[config.mk]
export PLATFORM = sky130hd
export DESIGN_NAME = lpbs_top
export DESIGN_NICKNAME = d
export VERILOG_FILES = /design/src/design/lpbs_pkg.sv /design/src/design/lpbs_ctl_if.sv /design/src/design/lpbs_recovery.sv /design/src/design/lpbs_top.sv
export SDC_FILE = /design/constraint.sdc
export NUM_CORES = 1
export LEC_CHECK = 0
export BUFFER_PORTS_ARGS = -buffer_cell sky130_fd_sc_hd__buf_2
export CORE_MARGIN = 2
export CORE_UTILIZATION = 46
export CTS_CLUSTER_DIAMETER = 120
export CTS_CLUSTER_SIZE = 10
export DETAILED_ROUTE_END_ITERATION = 10
export GPL_TIMING_DRIVEN = 0
export PLACE_DENSITY = 0.73
export SLEW_MARGIN = 30
export SYNTH_ARGS = -nofsm -noshare
export SYNTH_HDL_FRONTEND = slang
export SYNTH_HIERARCHICAL = 1
export SYNTH_SLANG_ARGS = --single-unit
[constraint.sdc]
create_clock -name clk_i -period 2.1 [get_ports clk_i]
set_clock_uncertainty 0.15 [all_clocks]
set_input_delay 0.315 -clock clk_i [delete_from_list [all_inputs] [get_ports clk_i]]
set_output_delay 0.315 -clock clk_i [all_outputs]
set_load 0.05 [all_outputs]
[src/design/lpbs_pkg.sv]
// Package of constants and types for the low-power and break sequencer.
package lpbs_pkg;
    localparam int unsigned CLK_HZ           = 10000000;
    localparam int unsigned REC_LONG_CYCLES  = 4096;
    localparam int unsigned REC_SHORT_CYCLES = 32;
    localparam int unsigned REC_CNT_W        = 13;
    localparam logic [15:0] SWI_VECTOR_ADDR  = 16'hFFFC;
    localparam logic        MASK_RESET_VAL   = 1'h1;

    typedef enum logic [2:0] {
        LPBS_RUN     = 3'h0,
        LPBS_WAIT    = 3'h1,
        LPBS_STOP    = 3'h3,
        LPBS_RECOVER = 3'h2,
        LPBS_BREAK   = 3'h6
    } lpbs_state_t;

    function automatic logic [REC_CNT_W-1:0] lpbs_rec_limit(input logic short_rec);
        lpbs_rec_limit = short_rec ? REC_CNT_W'(REC_SHORT_CYCLES) : REC_CNT_W'(REC_LONG_CYCLES);
    endfunction
endpackage

[src/design/lpbs_ctl_if.sv]
// Interface carrying clock-gate and recovery signals between the sequencer modules.
interface lpbs_ctl_if;
    logic       rec_start;
    logic       rec_done;
    logic       short_rec;
    logic       core_en;
    logic       dbl_en;
    logic       quad_en;
    modport seq (output rec_start, output short_rec, output core_en, output dbl_en,
                 output quad_en, input rec_done);
    modport rec (input rec_start, input short_rec, output rec_done);
    modport gate (input core_en, input dbl_en, input quad_en);
endinterface

[src/design/lpbs_recovery.sv]
// Stop recovery delay counter running on the quad-rate bus clock.
module lpbs_recovery
    import lpbs_pkg::*;
(
    input  wire logic clk_i,
    input  wire logic rst_i,
    lpbs_ctl_if.rec   ctl
);
    logic [REC_CNT_W-1:0] cnt_reg;
    logic [REC_CNT_W-1:0] cnt_next;
    logic                 busy_reg;
    logic                 done_reg;
    wire  logic [REC_CNT_W-1:0] limit = lpbs_rec_limit(ctl.short_rec);
    wire  logic                 hit   = busy_reg && (cnt_reg == limit - REC_CNT_W'(1));

    assign cnt_next     = ctl.rec_start ? '0 : (busy_reg ? cnt_reg + REC_CNT_W'(1) : cnt_reg);
    assign ctl.rec_done = done_reg;

    always_ff @(posedge clk_i or posedge rst_i) begin
        if (rst_i) begin
            cnt_reg  <= '0;
            busy_reg <= 1'b0;
            done_reg <= 1'b0;
        end else begin
            cnt_reg  <= cnt_next;
            busy_reg <= ctl.rec_start | (busy_reg & ~hit);
            done_reg <= hit & ~ctl.rec_start;
        end
    end

    recovery_length_a: assert property (@(posedge clk_i) disable iff (rst_i)
        $rose(busy_reg) && ctl.short_rec |-> busy_reg [*8] ##[24:25] done_reg)
        else $error("Short stop recovery did not finish in 32 cycles.");
endmodule

[src/design/lpbs_top.sv]
// Low-power mode and break sequencer with flag protection and clock gating.
module lpbs_top
    import lpbs_pkg::*;
#(
    parameter int unsigned FLAG_N = 8
) (
    input  wire logic              clk_i,
    input  wire logic              rst_i,
    input  wire logic              wait_exec_i,
    input  wire logic              stop_exec_i,
    input  wire logic              irq_i,
    input  wire logic              break_irq_i,
    input  wire logic              break_exit_i,
    input  wire logic              break_flag_clear_enable_i,
    input  wire logic              break_stop_wait_flag_clear_i,
    input  wire logic              watchdog_disable_i,
    input  wire logic              short_stop_recovery_i,
    input  wire logic              osc_keep_in_stop_i,
    input  wire logic              mask_set_i,
    input  wire logic [FLAG_N-1:0] flag_set_i,
    input  wire logic [FLAG_N-1:0] flag_clr_step1_i,
    input  wire logic [FLAG_N-1:0] flag_clr_step2_i,
    output logic [FLAG_N-1:0]      flags_o,
    output logic                   interrupt_mask_o,
    output logic                   core_clk_en_o,
    output logic                   bus_clock_double_en_o,
    output logic                   bus_clock_quad_en_o,
    output logic                   bus_clk_o,
    output logic                   watchdog_run_o,
    output logic                   force_swi_o,
    output logic [15:0]            fetch_addr_o,
    output logic                   stack_start_o,
    output logic                   break_mode_o,
    output logic                   break_stop_wait_flag_o,
    output logic [7:0]             sys_counter_o
);
    lpbs_ctl_if ctl ();

    lpbs_state_t       state_reg;
    lpbs_state_t       state_next;
    logic [FLAG_N-1:0] flags_reg;
    logic [FLAG_N-1:0] armed_reg;
    logic              mask_reg;
    logic              stack_reg;
    logic              swi_reg;
    logic              break_stop_wait_flag_reg;
    logic              core_en_reg;
    logic              dbl_en_reg;
    logic              quad_en_reg;
    logic              wdog_reg;
    logic              rec_start_reg;
    logic [1:0]        div_reg;
    logic [7:0]        sys_cnt_reg;
    // Break status is kept in its own flop so that the pin never shows a state decode.
    logic              brk_reg;

    // Event decoding.
    wire logic in_wait   = (state_reg == LPBS_WAIT);
    wire logic in_stop   = (state_reg == LPBS_STOP);
    wire logic in_break  = (state_reg == LPBS_BREAK);
    wire logic lp_enter  = (state_reg == LPBS_RUN) && (wait_exec_i || stop_exec_i);
    wire logic wait_wake = in_wait && irq_i && !mask_reg;
    wire logic stop_wake = in_stop && irq_i;
    wire logic clr_ok    = !in_break || break_flag_clear_enable_i;

    // A second step completes a clear only if its first step came before;
    // in break with protection on, the completion is simply withheld.
    wire logic [FLAG_N-1:0] step2_ok = flag_clr_step2_i & armed_reg;
    wire logic [FLAG_N-1:0] clr_mask = clr_ok ? step2_ok : '0;
    wire logic [FLAG_N-1:0] flags_next = (flags_reg & ~clr_mask) | flag_set_i;
    wire logic [FLAG_N-1:0] armed_next = (armed_reg | flag_clr_step1_i) & ~clr_mask;

    always_comb begin
        state_next = state_reg;
        case (state_reg)
            LPBS_RUN: begin
                if (break_irq_i) begin
                    state_next = LPBS_BREAK;
                end else if (stop_exec_i) begin
                    state_next = LPBS_STOP;
                end else if (wait_exec_i) begin
                    state_next = LPBS_WAIT;
                end
            end
            LPBS_WAIT: begin
                if (break_irq_i) begin
                    state_next = LPBS_BREAK;
                end else if (wait_wake) begin
                    state_next = LPBS_RUN;
                end
            end
            LPBS_STOP: begin
                if (break_irq_i) begin
                    state_next = LPBS_BREAK;
                end else if (stop_wake) begin
                    state_next = LPBS_RECOVER;
                end
            end
            LPBS_RECOVER: begin
                if (ctl.rec_done) begin
                    state_next = LPBS_RUN;
                end
            end
            LPBS_BREAK: begin
                if (break_exit_i) begin
                    state_next = LPBS_RUN;
                end
            end
            default: state_next = LPBS_RUN;
        endcase
    end

    wire logic gate_core = (state_next == LPBS_WAIT) || (state_next == LPBS_STOP)
                           || (state_next == LPBS_RECOVER);
    wire logic gate_all  = (state_next == LPBS_STOP) || (state_next == LPBS_RECOVER);
    wire logic mask_next = lp_enter ? 1'b0 : (mask_set_i ? 1'b1 : mask_reg);
    wire logic stack_next = wait_wake
                            || (state_reg == LPBS_RECOVER && ctl.rec_done);
    wire logic break_stop_wait_flag_next = (in_wait && break_irq_i) | (break_stop_wait_flag_reg & ~break_stop_wait_flag_clear_i);

    assign ctl.rec_start = rec_start_reg;
    assign ctl.short_rec = short_stop_recovery_i;
    assign ctl.core_en   = core_en_reg;
    assign ctl.dbl_en    = dbl_en_reg;
    assign ctl.quad_en   = quad_en_reg;

    lpbs_recovery u_rec (
        .clk_i (clk_i),
        .rst_i (rst_i),
        .ctl   (ctl.rec)
    );

    // Every reset source is merged onto rst_i before it arrives here, so no
    // source can be favoured over another.
    always_ff @(posedge clk_i or posedge rst_i) begin
        if (rst_i) begin
            state_reg     <= LPBS_RUN;
            flags_reg     <= '0;
            armed_reg     <= '0;
            mask_reg      <= MASK_RESET_VAL;
            stack_reg     <= 1'b0;
            swi_reg       <= 1'b0;
            break_stop_wait_flag_reg      <= 1'b0;
            core_en_reg   <= 1'b1;
            dbl_en_reg    <= 1'b1;
            quad_en_reg   <= 1'b1;
            wdog_reg      <= 1'b0;
            rec_start_reg <= 1'b0;
            brk_reg       <= 1'b0;
        end else begin
            state_reg     <= state_next;
            flags_reg     <= flags_next;
            armed_reg     <= armed_next;
            mask_reg      <= mask_mux(mask_next, stack_next);
            stack_reg     <= stack_next;
            swi_reg       <= break_irq_i && !in_break;
            break_stop_wait_flag_reg      <= break_stop_wait_flag_next;
            core_en_reg   <= !gate_core;
            dbl_en_reg    <= !gate_all || osc_keep_in_stop_i;
            quad_en_reg   <= !gate_all;
            wdog_reg      <= !watchdog_disable_i && !gate_all;
            rec_start_reg <= stop_wake;
            brk_reg       <= (state_next == LPBS_BREAK);
        end
    end

    // Taking the interrupt sets the mask again, as vector entry does.
    function automatic logic mask_mux(input logic m, input logic stk);
        mask_mux = stk ? 1'b1 : m;
    endfunction

    // Bus clock made from the double rate clock by a further divide by two.
    always_ff @(posedge clk_i or posedge rst_i) begin
        if (rst_i) begin
            div_reg     <= '0;
            sys_cnt_reg <= '0;
        end else begin
            div_reg     <= div_reg + 2'h1;
            sys_cnt_reg <= (state_next == LPBS_STOP) ? 8'h00 : sys_cnt_reg + 8'h01;
        end
    end

    // this module and the recovery counter run on the quad-rate clock.
    assign flags_o                = flags_reg;
    assign interrupt_mask_o       = mask_reg;
    assign core_clk_en_o          = core_en_reg;
    assign bus_clock_double_en_o  = dbl_en_reg;
    assign bus_clock_quad_en_o    = quad_en_reg;
    assign bus_clk_o              = div_reg[1];
    assign watchdog_run_o         = wdog_reg;
    assign force_swi_o            = swi_reg;
    assign fetch_addr_o           = SWI_VECTOR_ADDR;
    assign stack_start_o          = stack_reg;
    assign break_mode_o           = brk_reg;
    assign break_stop_wait_flag_o = break_stop_wait_flag_reg;
    assign sys_counter_o          = sys_cnt_reg;

    flag_protect_a: assert property (@(posedge clk_i) disable iff (rst_i)
        in_break && !break_flag_clear_enable_i
        |=> ((flags_reg & $past(flags_reg)) == $past(flags_reg)))
        else $error("Flag cleared during protected break.");

    mask_clear_a: assert property (@(posedge clk_i) disable iff (rst_i)
        lp_enter && !stack_next |=> !mask_reg)
        else $error("Interrupt mask not cleared on low-power entry.");

    wait_gate_a: assert property (@(posedge clk_i) disable iff (rst_i)
        in_wait |-> !core_en_reg && quad_en_reg)
        else $error("Wait mode clock gating wrong.");

    wait_stack_a: assert property (@(posedge clk_i) disable iff (rst_i)
        wait_wake && !break_irq_i |=> stack_reg && state_reg == LPBS_RUN)
        else $error("Wait wake did not stack one cycle later.");

    break_break_stop_wait_flag_a: assert property (@(posedge clk_i) disable iff (rst_i)
        in_wait && break_irq_i |=> break_stop_wait_flag_reg && in_break)
        else $error("Break in wait did not set stop/wait flag.");

    stop_gate_a: assert property (@(posedge clk_i) disable iff (rst_i)
        in_stop |-> !quad_en_reg && sys_cnt_reg == 8'h00
        && dbl_en_reg == $past(osc_keep_in_stop_i))
        else $error("Stop mode clocks not gated.");

    stop_recover_a: assert property (@(posedge clk_i) disable iff (rst_i)
        stop_wake && !break_irq_i |=> !stack_reg [*8])
        else $error("Stacking began before stop recovery.");

    watchdog_wait_a: assert property (@(posedge clk_i) disable iff (rst_i)
        in_wait && !$past(watchdog_disable_i) && $past(in_wait) |-> wdog_reg)
        else $error("Watchdog stopped during wait.");

    // A break taken from run, wait or stop redirects the fetch.
    swi_entry_a: assert property (@(posedge clk_i) disable iff (rst_i)
        break_irq_i && (state_reg == LPBS_RUN || in_wait || in_stop) |=> swi_reg && brk_reg)
        else $error("Break entry did not force the software interrupt fetch.");

    // Leaving break must not bring back a flag that was cleared inside it.
    flag_keep_a: assert property (@(posedge clk_i) disable iff (rst_i)
        in_break && break_exit_i |=> (flags_reg & ~$past(flags_reg | flag_set_i)) == '0)
        else $error("Flag restored on break exit.");

    step2_clear_a: assert property (@(posedge clk_i) disable iff (rst_i)
        !in_break |=> (flags_reg & $past(flag_clr_step2_i & armed_reg & ~flag_set_i)) == '0)
        else $error("Second clear step did not clear the flag.");

    // The first step must survive a protected break so the second step works afterwards.
    armed_keep_a: assert property (@(posedge clk_i) disable iff (rst_i)
        in_break && !break_flag_clear_enable_i
        |=> ((armed_reg & $past(armed_reg)) == $past(armed_reg)))
        else $error("First clear step lost during protected break.");

    periph_wait_a: assert property (@(posedge clk_i) disable iff (rst_i)
        in_wait |-> dbl_en_reg)
        else $error("Peripheral clock stopped in wait.");

    core_hold_a: assert property (@(posedge clk_i) disable iff (rst_i)
        in_stop || (state_reg == LPBS_RECOVER) |-> !core_en_reg)
        else $error("Core clocked during stop or recovery.");

    rec_start_a: assert property (@(posedge clk_i) disable iff (rst_i)
        stop_wake && !break_irq_i |=> rec_start_reg && (state_reg == LPBS_RECOVER))
        else $error("Recovery counter not started on stop wake.");

    // Core and quad-rate clocks stay gated for as long as the recovery count is still running.
    rec_gate_a: assert property (@(posedge clk_i) disable iff (rst_i)
        (state_reg == LPBS_RECOVER) && !ctl.rec_done |=> !quad_en_reg && !core_en_reg)
        else $error("Clocks enabled before recovery completed.");

    sys_count_a: assert property (@(posedge clk_i) disable iff (rst_i)
        (state_reg == LPBS_RUN) && (state_next == LPBS_RUN)
        |=> sys_cnt_reg == $past(sys_cnt_reg) + 8'h01)
        else $error("System counter did not advance while running.");

    bus_div_a: assert property (@(posedge clk_i) disable iff (rst_i)
        1'b1 |=> div_reg == $past(div_reg) + 2'h1)
        else $error("Bus clock divider did not advance.");

    wdog_stop_a: assert property (@(posedge clk_i) disable iff (rst_i)
        in_stop |-> !wdog_reg)
        else $error("Watchdog clock running in stop.");

    // Stacking is a single strobe; a held strobe would stack the core twice.
    stack_pulse_a: assert property (@(posedge clk_i) disable iff (rst_i)
        stack_reg |=> !stack_reg)
        else $error("Stacking strobe held longer than one cycle.");
endmodule

==> key figures <==
Outcome
  • Status: finished, final reports clean

Detailed routing
  • WL final: 4511 microns
  • Residual DRC: 0
  • Drt pass-1 iters: 4
  • Remaining antenna violation count: 0
  • Via/cell ratio: 4.808
  • Via count: 1,827
  • DRT iter0 DRCs: 102
  • DR WL/cell: 11.87 microns

Clock network
  • CTS buffer count: 5
  • # resized after CTS: 0
  • Worst-skew pair later-pin latency: 0.30 ns
  • Clock buffer depth: 2
  • Htree depth: 2
  • Clk slew on worst S/H paths: 0.10 ns
  • Clock root buffer: clkbuf_8
  • CTS Sinks: 54
  • CTS tree: yes

Yosys
  • Area share of fa/ha/maj cells after synthesis: 0.01021
  • Synth Instances: 223
  • Synth unique cells: 45
  • Synth area leaders: dfrtp_1 (51%), buf_4 (5.2%), dfstp_2 (4.3%)
  • Synth Area in XOR/XNOR: 0.03933
  • Post-synth EDFFs: 0
  • Asr flop ratio synth: 1.000
  • FF+latch count, synth: 54
  • Yosys warns: 6
  • Post-synthesis compound-gate area fraction: 0.1226
  • Primary FF master, synth: dfrtp_1
  • Cell area after synthesis: 0.002450 sq mm
  • Synth area leader: dfrtp_1
  • Largest family of logic cells by synthesized area: simple AND/OR/NAND/NOR gates
  • Post-synthesis simple-gate area fraction: 0.1757
  • Post-synthesis mux area share: 0.02247
  • Syn avg cell area: 10.99 sq um
  • Synth top area share: 0.5107
  • Register area share after synthesis: 0.5536

Floorplanning
  • Initial Util: 0.4797
  • DIE WIDTH: 76.98 microns
  • Die ar.: 0.005925 sq mm
  • Die Ht: 76.98 microns
  • Row count: 26
  • Area of the core: 0.005107 sq mm
  • Io pins: 79

Power
  • Power Dens Cells: 1232 mW/mm^2
  • P_leak: 1.460 nW
  • Max VDD drop: 922.1 uV

Critical path
  • Arrival time worst endpoint: 1.94 ns
  • Setup CP Type: reg -> reg
  • Worst r2r src: state_reg[0]
  • CP startpoint kind: flip-flop
  • Worst R2R Path Depth: 5
  • CP startpoint: state_reg[0]
  • Critical path capture point type: flip-flop
  • Crit path required time: 2.13 ns
  • Critical path fanouts, max: 10

Timing
  • Final Critical Period: 1.915 ns
  • Hold WS: 0.03065 ns
  • Final worst setup slack: 0.1849 ns
  • Final setup vio count: 0
  • Fin Setup TNS: 0 ns
  • RSZ-0062 raised after global routing: false
  • Fin. Hold Viols: 0
  • Count of pins over their slew limit: 0
  • Max transition margin: 0.6202
  • Actual slew at the worst max-slew pin: 0.5690 ns
  • Period Utilization, post-route: 0.9120
  • Fmax: 0.5222 GHz

Place
  • # port buffers: 62
  • Detailed placer's ending HPWL: 3388 microns
  • Pre-CTS setup slack: 0.1459 ns
  • Post-Place Cells: 370
  • Final GP Congestion: 0.7895

Final layout
  • Multi-input logic area: 967.2 sq um
  • Antenna cell count: 0
  • Share of layout cells above drive strength 1: 0.3452
  • Filler cells: 463
  • Sequential cell area: 0.001356 sq mm
  • Area Growth Syn to Fin: 24.05%
  • Most frequent cells in the layout: buf_2 (64), dfrtp_1 (50), nor2_1 (22), nand3_1 (17), buf_4 (17)
  • Leading cell type in the layout, fill and taps excluded: buf_2
  • Final core occ: 0.5951
  • Filler-free cell count of the finished design: 380
  • Nets: 348
  • Number of flip-flops in the largest register: 13

Global route
  • Overall routing resource usage: 0.1652
  • Initial antenna violation count: 0
  • Vias in the first global route: 1,782
  • First-pass GRT wire length: 8004 microns
  • Largest net degree at the start of global routing: 31
  • Grt total ovfl: 0

Job
  • Max cap viols: 0

Hold path
  • Worst hold-check path type: in -> reg
  • Hold Path Origin: flag_set_i[6]
  • Hold path depth: 2
## kinds of logic after synthesis
kind of cell             count (synthesis)
multiplexers                             5
AND/OR/NAND/NOR                         79
AO/OA/AOI/OAI                           40
buffers and inverters                   30
adder cells (fa/ha/maj)                  2
XOR/XNOR                                11
flip-flops                              54
other                                    2
## path summary, 6_finish.rpt
kind | endpoint | slack, ns
max | sys_counter_o[6] | 0.18
min reg2reg | div_reg[0] | 0.31
min in group asynchronous | break_stop_wait_flag_o | 0.34
min | flags_o[6] | 0.03
max in group asynchronous | u_rec/cnt_reg[1] | 0.95
max reg2reg | sys_counter_o[6] | 0.18
## routing by layer
metal / global-route usage / wire length (microns) / up-vias
li1: - / - / 915
met1: 0.2275 / 2094 / 848
met2: 0.2640 / 2075 / 60
met3: 0.04000 / 305 / 4
met4: 0.04464 / 35 / 0
met5: 0 / 0 / -
## through the flow
stage	power [mW]	area (sq um)
after floorplan	2.795	2502
after global placement	3.106	2900
after detailed placement	3.159	2920
after CTS	3.777	3039
after global routing	4.004	3039
final	3.743	3039
## area by class of cell
cell class	instances	area share
inverters	9	0.01112
multi-input cells	153	0.3182
clock buffers	6	0.02717
plain buffers	21	0.04776
repair buffers	65	0.1153
flip-flops and latches	54	0.4463
well taps	70	0.02882
clock inverters	2	0.005352
## synth_stat cells (2+ instances only)
cell type  number
dfrtp_1        50
nor2_1         22
buf_4          17
nand3_1        17
inv_1           9
xor2_1          9
a21o_1          8
nor2b_1         8
o21a_1          8
a21oi_1         7
and3_1          4
dfstp_2         4
mux2_2          4
nand2_1         4
nor4_1          4
o31ai_1         4
nand4_1         3
o21ai_0         3
or2_2           3
or4_1           3
buf_2           2
clkbuf_1        2
conb_1          2
ha_1            2
nand3b_1        2
o21ai_1         2
xnor2_1         2
## worst max-delay path: stages, from the launching register on
cell       delay (ns)
dfrtp_1          0.36
buf_2            0.16
nand3b_1         0.19
or2_4            0.28
a2111oi_4        0.54
nor2_1           0.10
## report_power, final
part           total, mW  internal [mW]  switching (mW)
combinational       1.53          0.462            1.06
sequential          1.61           1.35           0.257
clock              0.607          0.272           0.335
total               3.74           2.09            1.66
## timing repair
item,4_1_cts,5_1_grt
hold endpoints to repair,24,0
endpoints found under the setup margin,0,1
hold buffers,2,0
buffers inserted,0,0
Power figures use the tool's default switching activity.
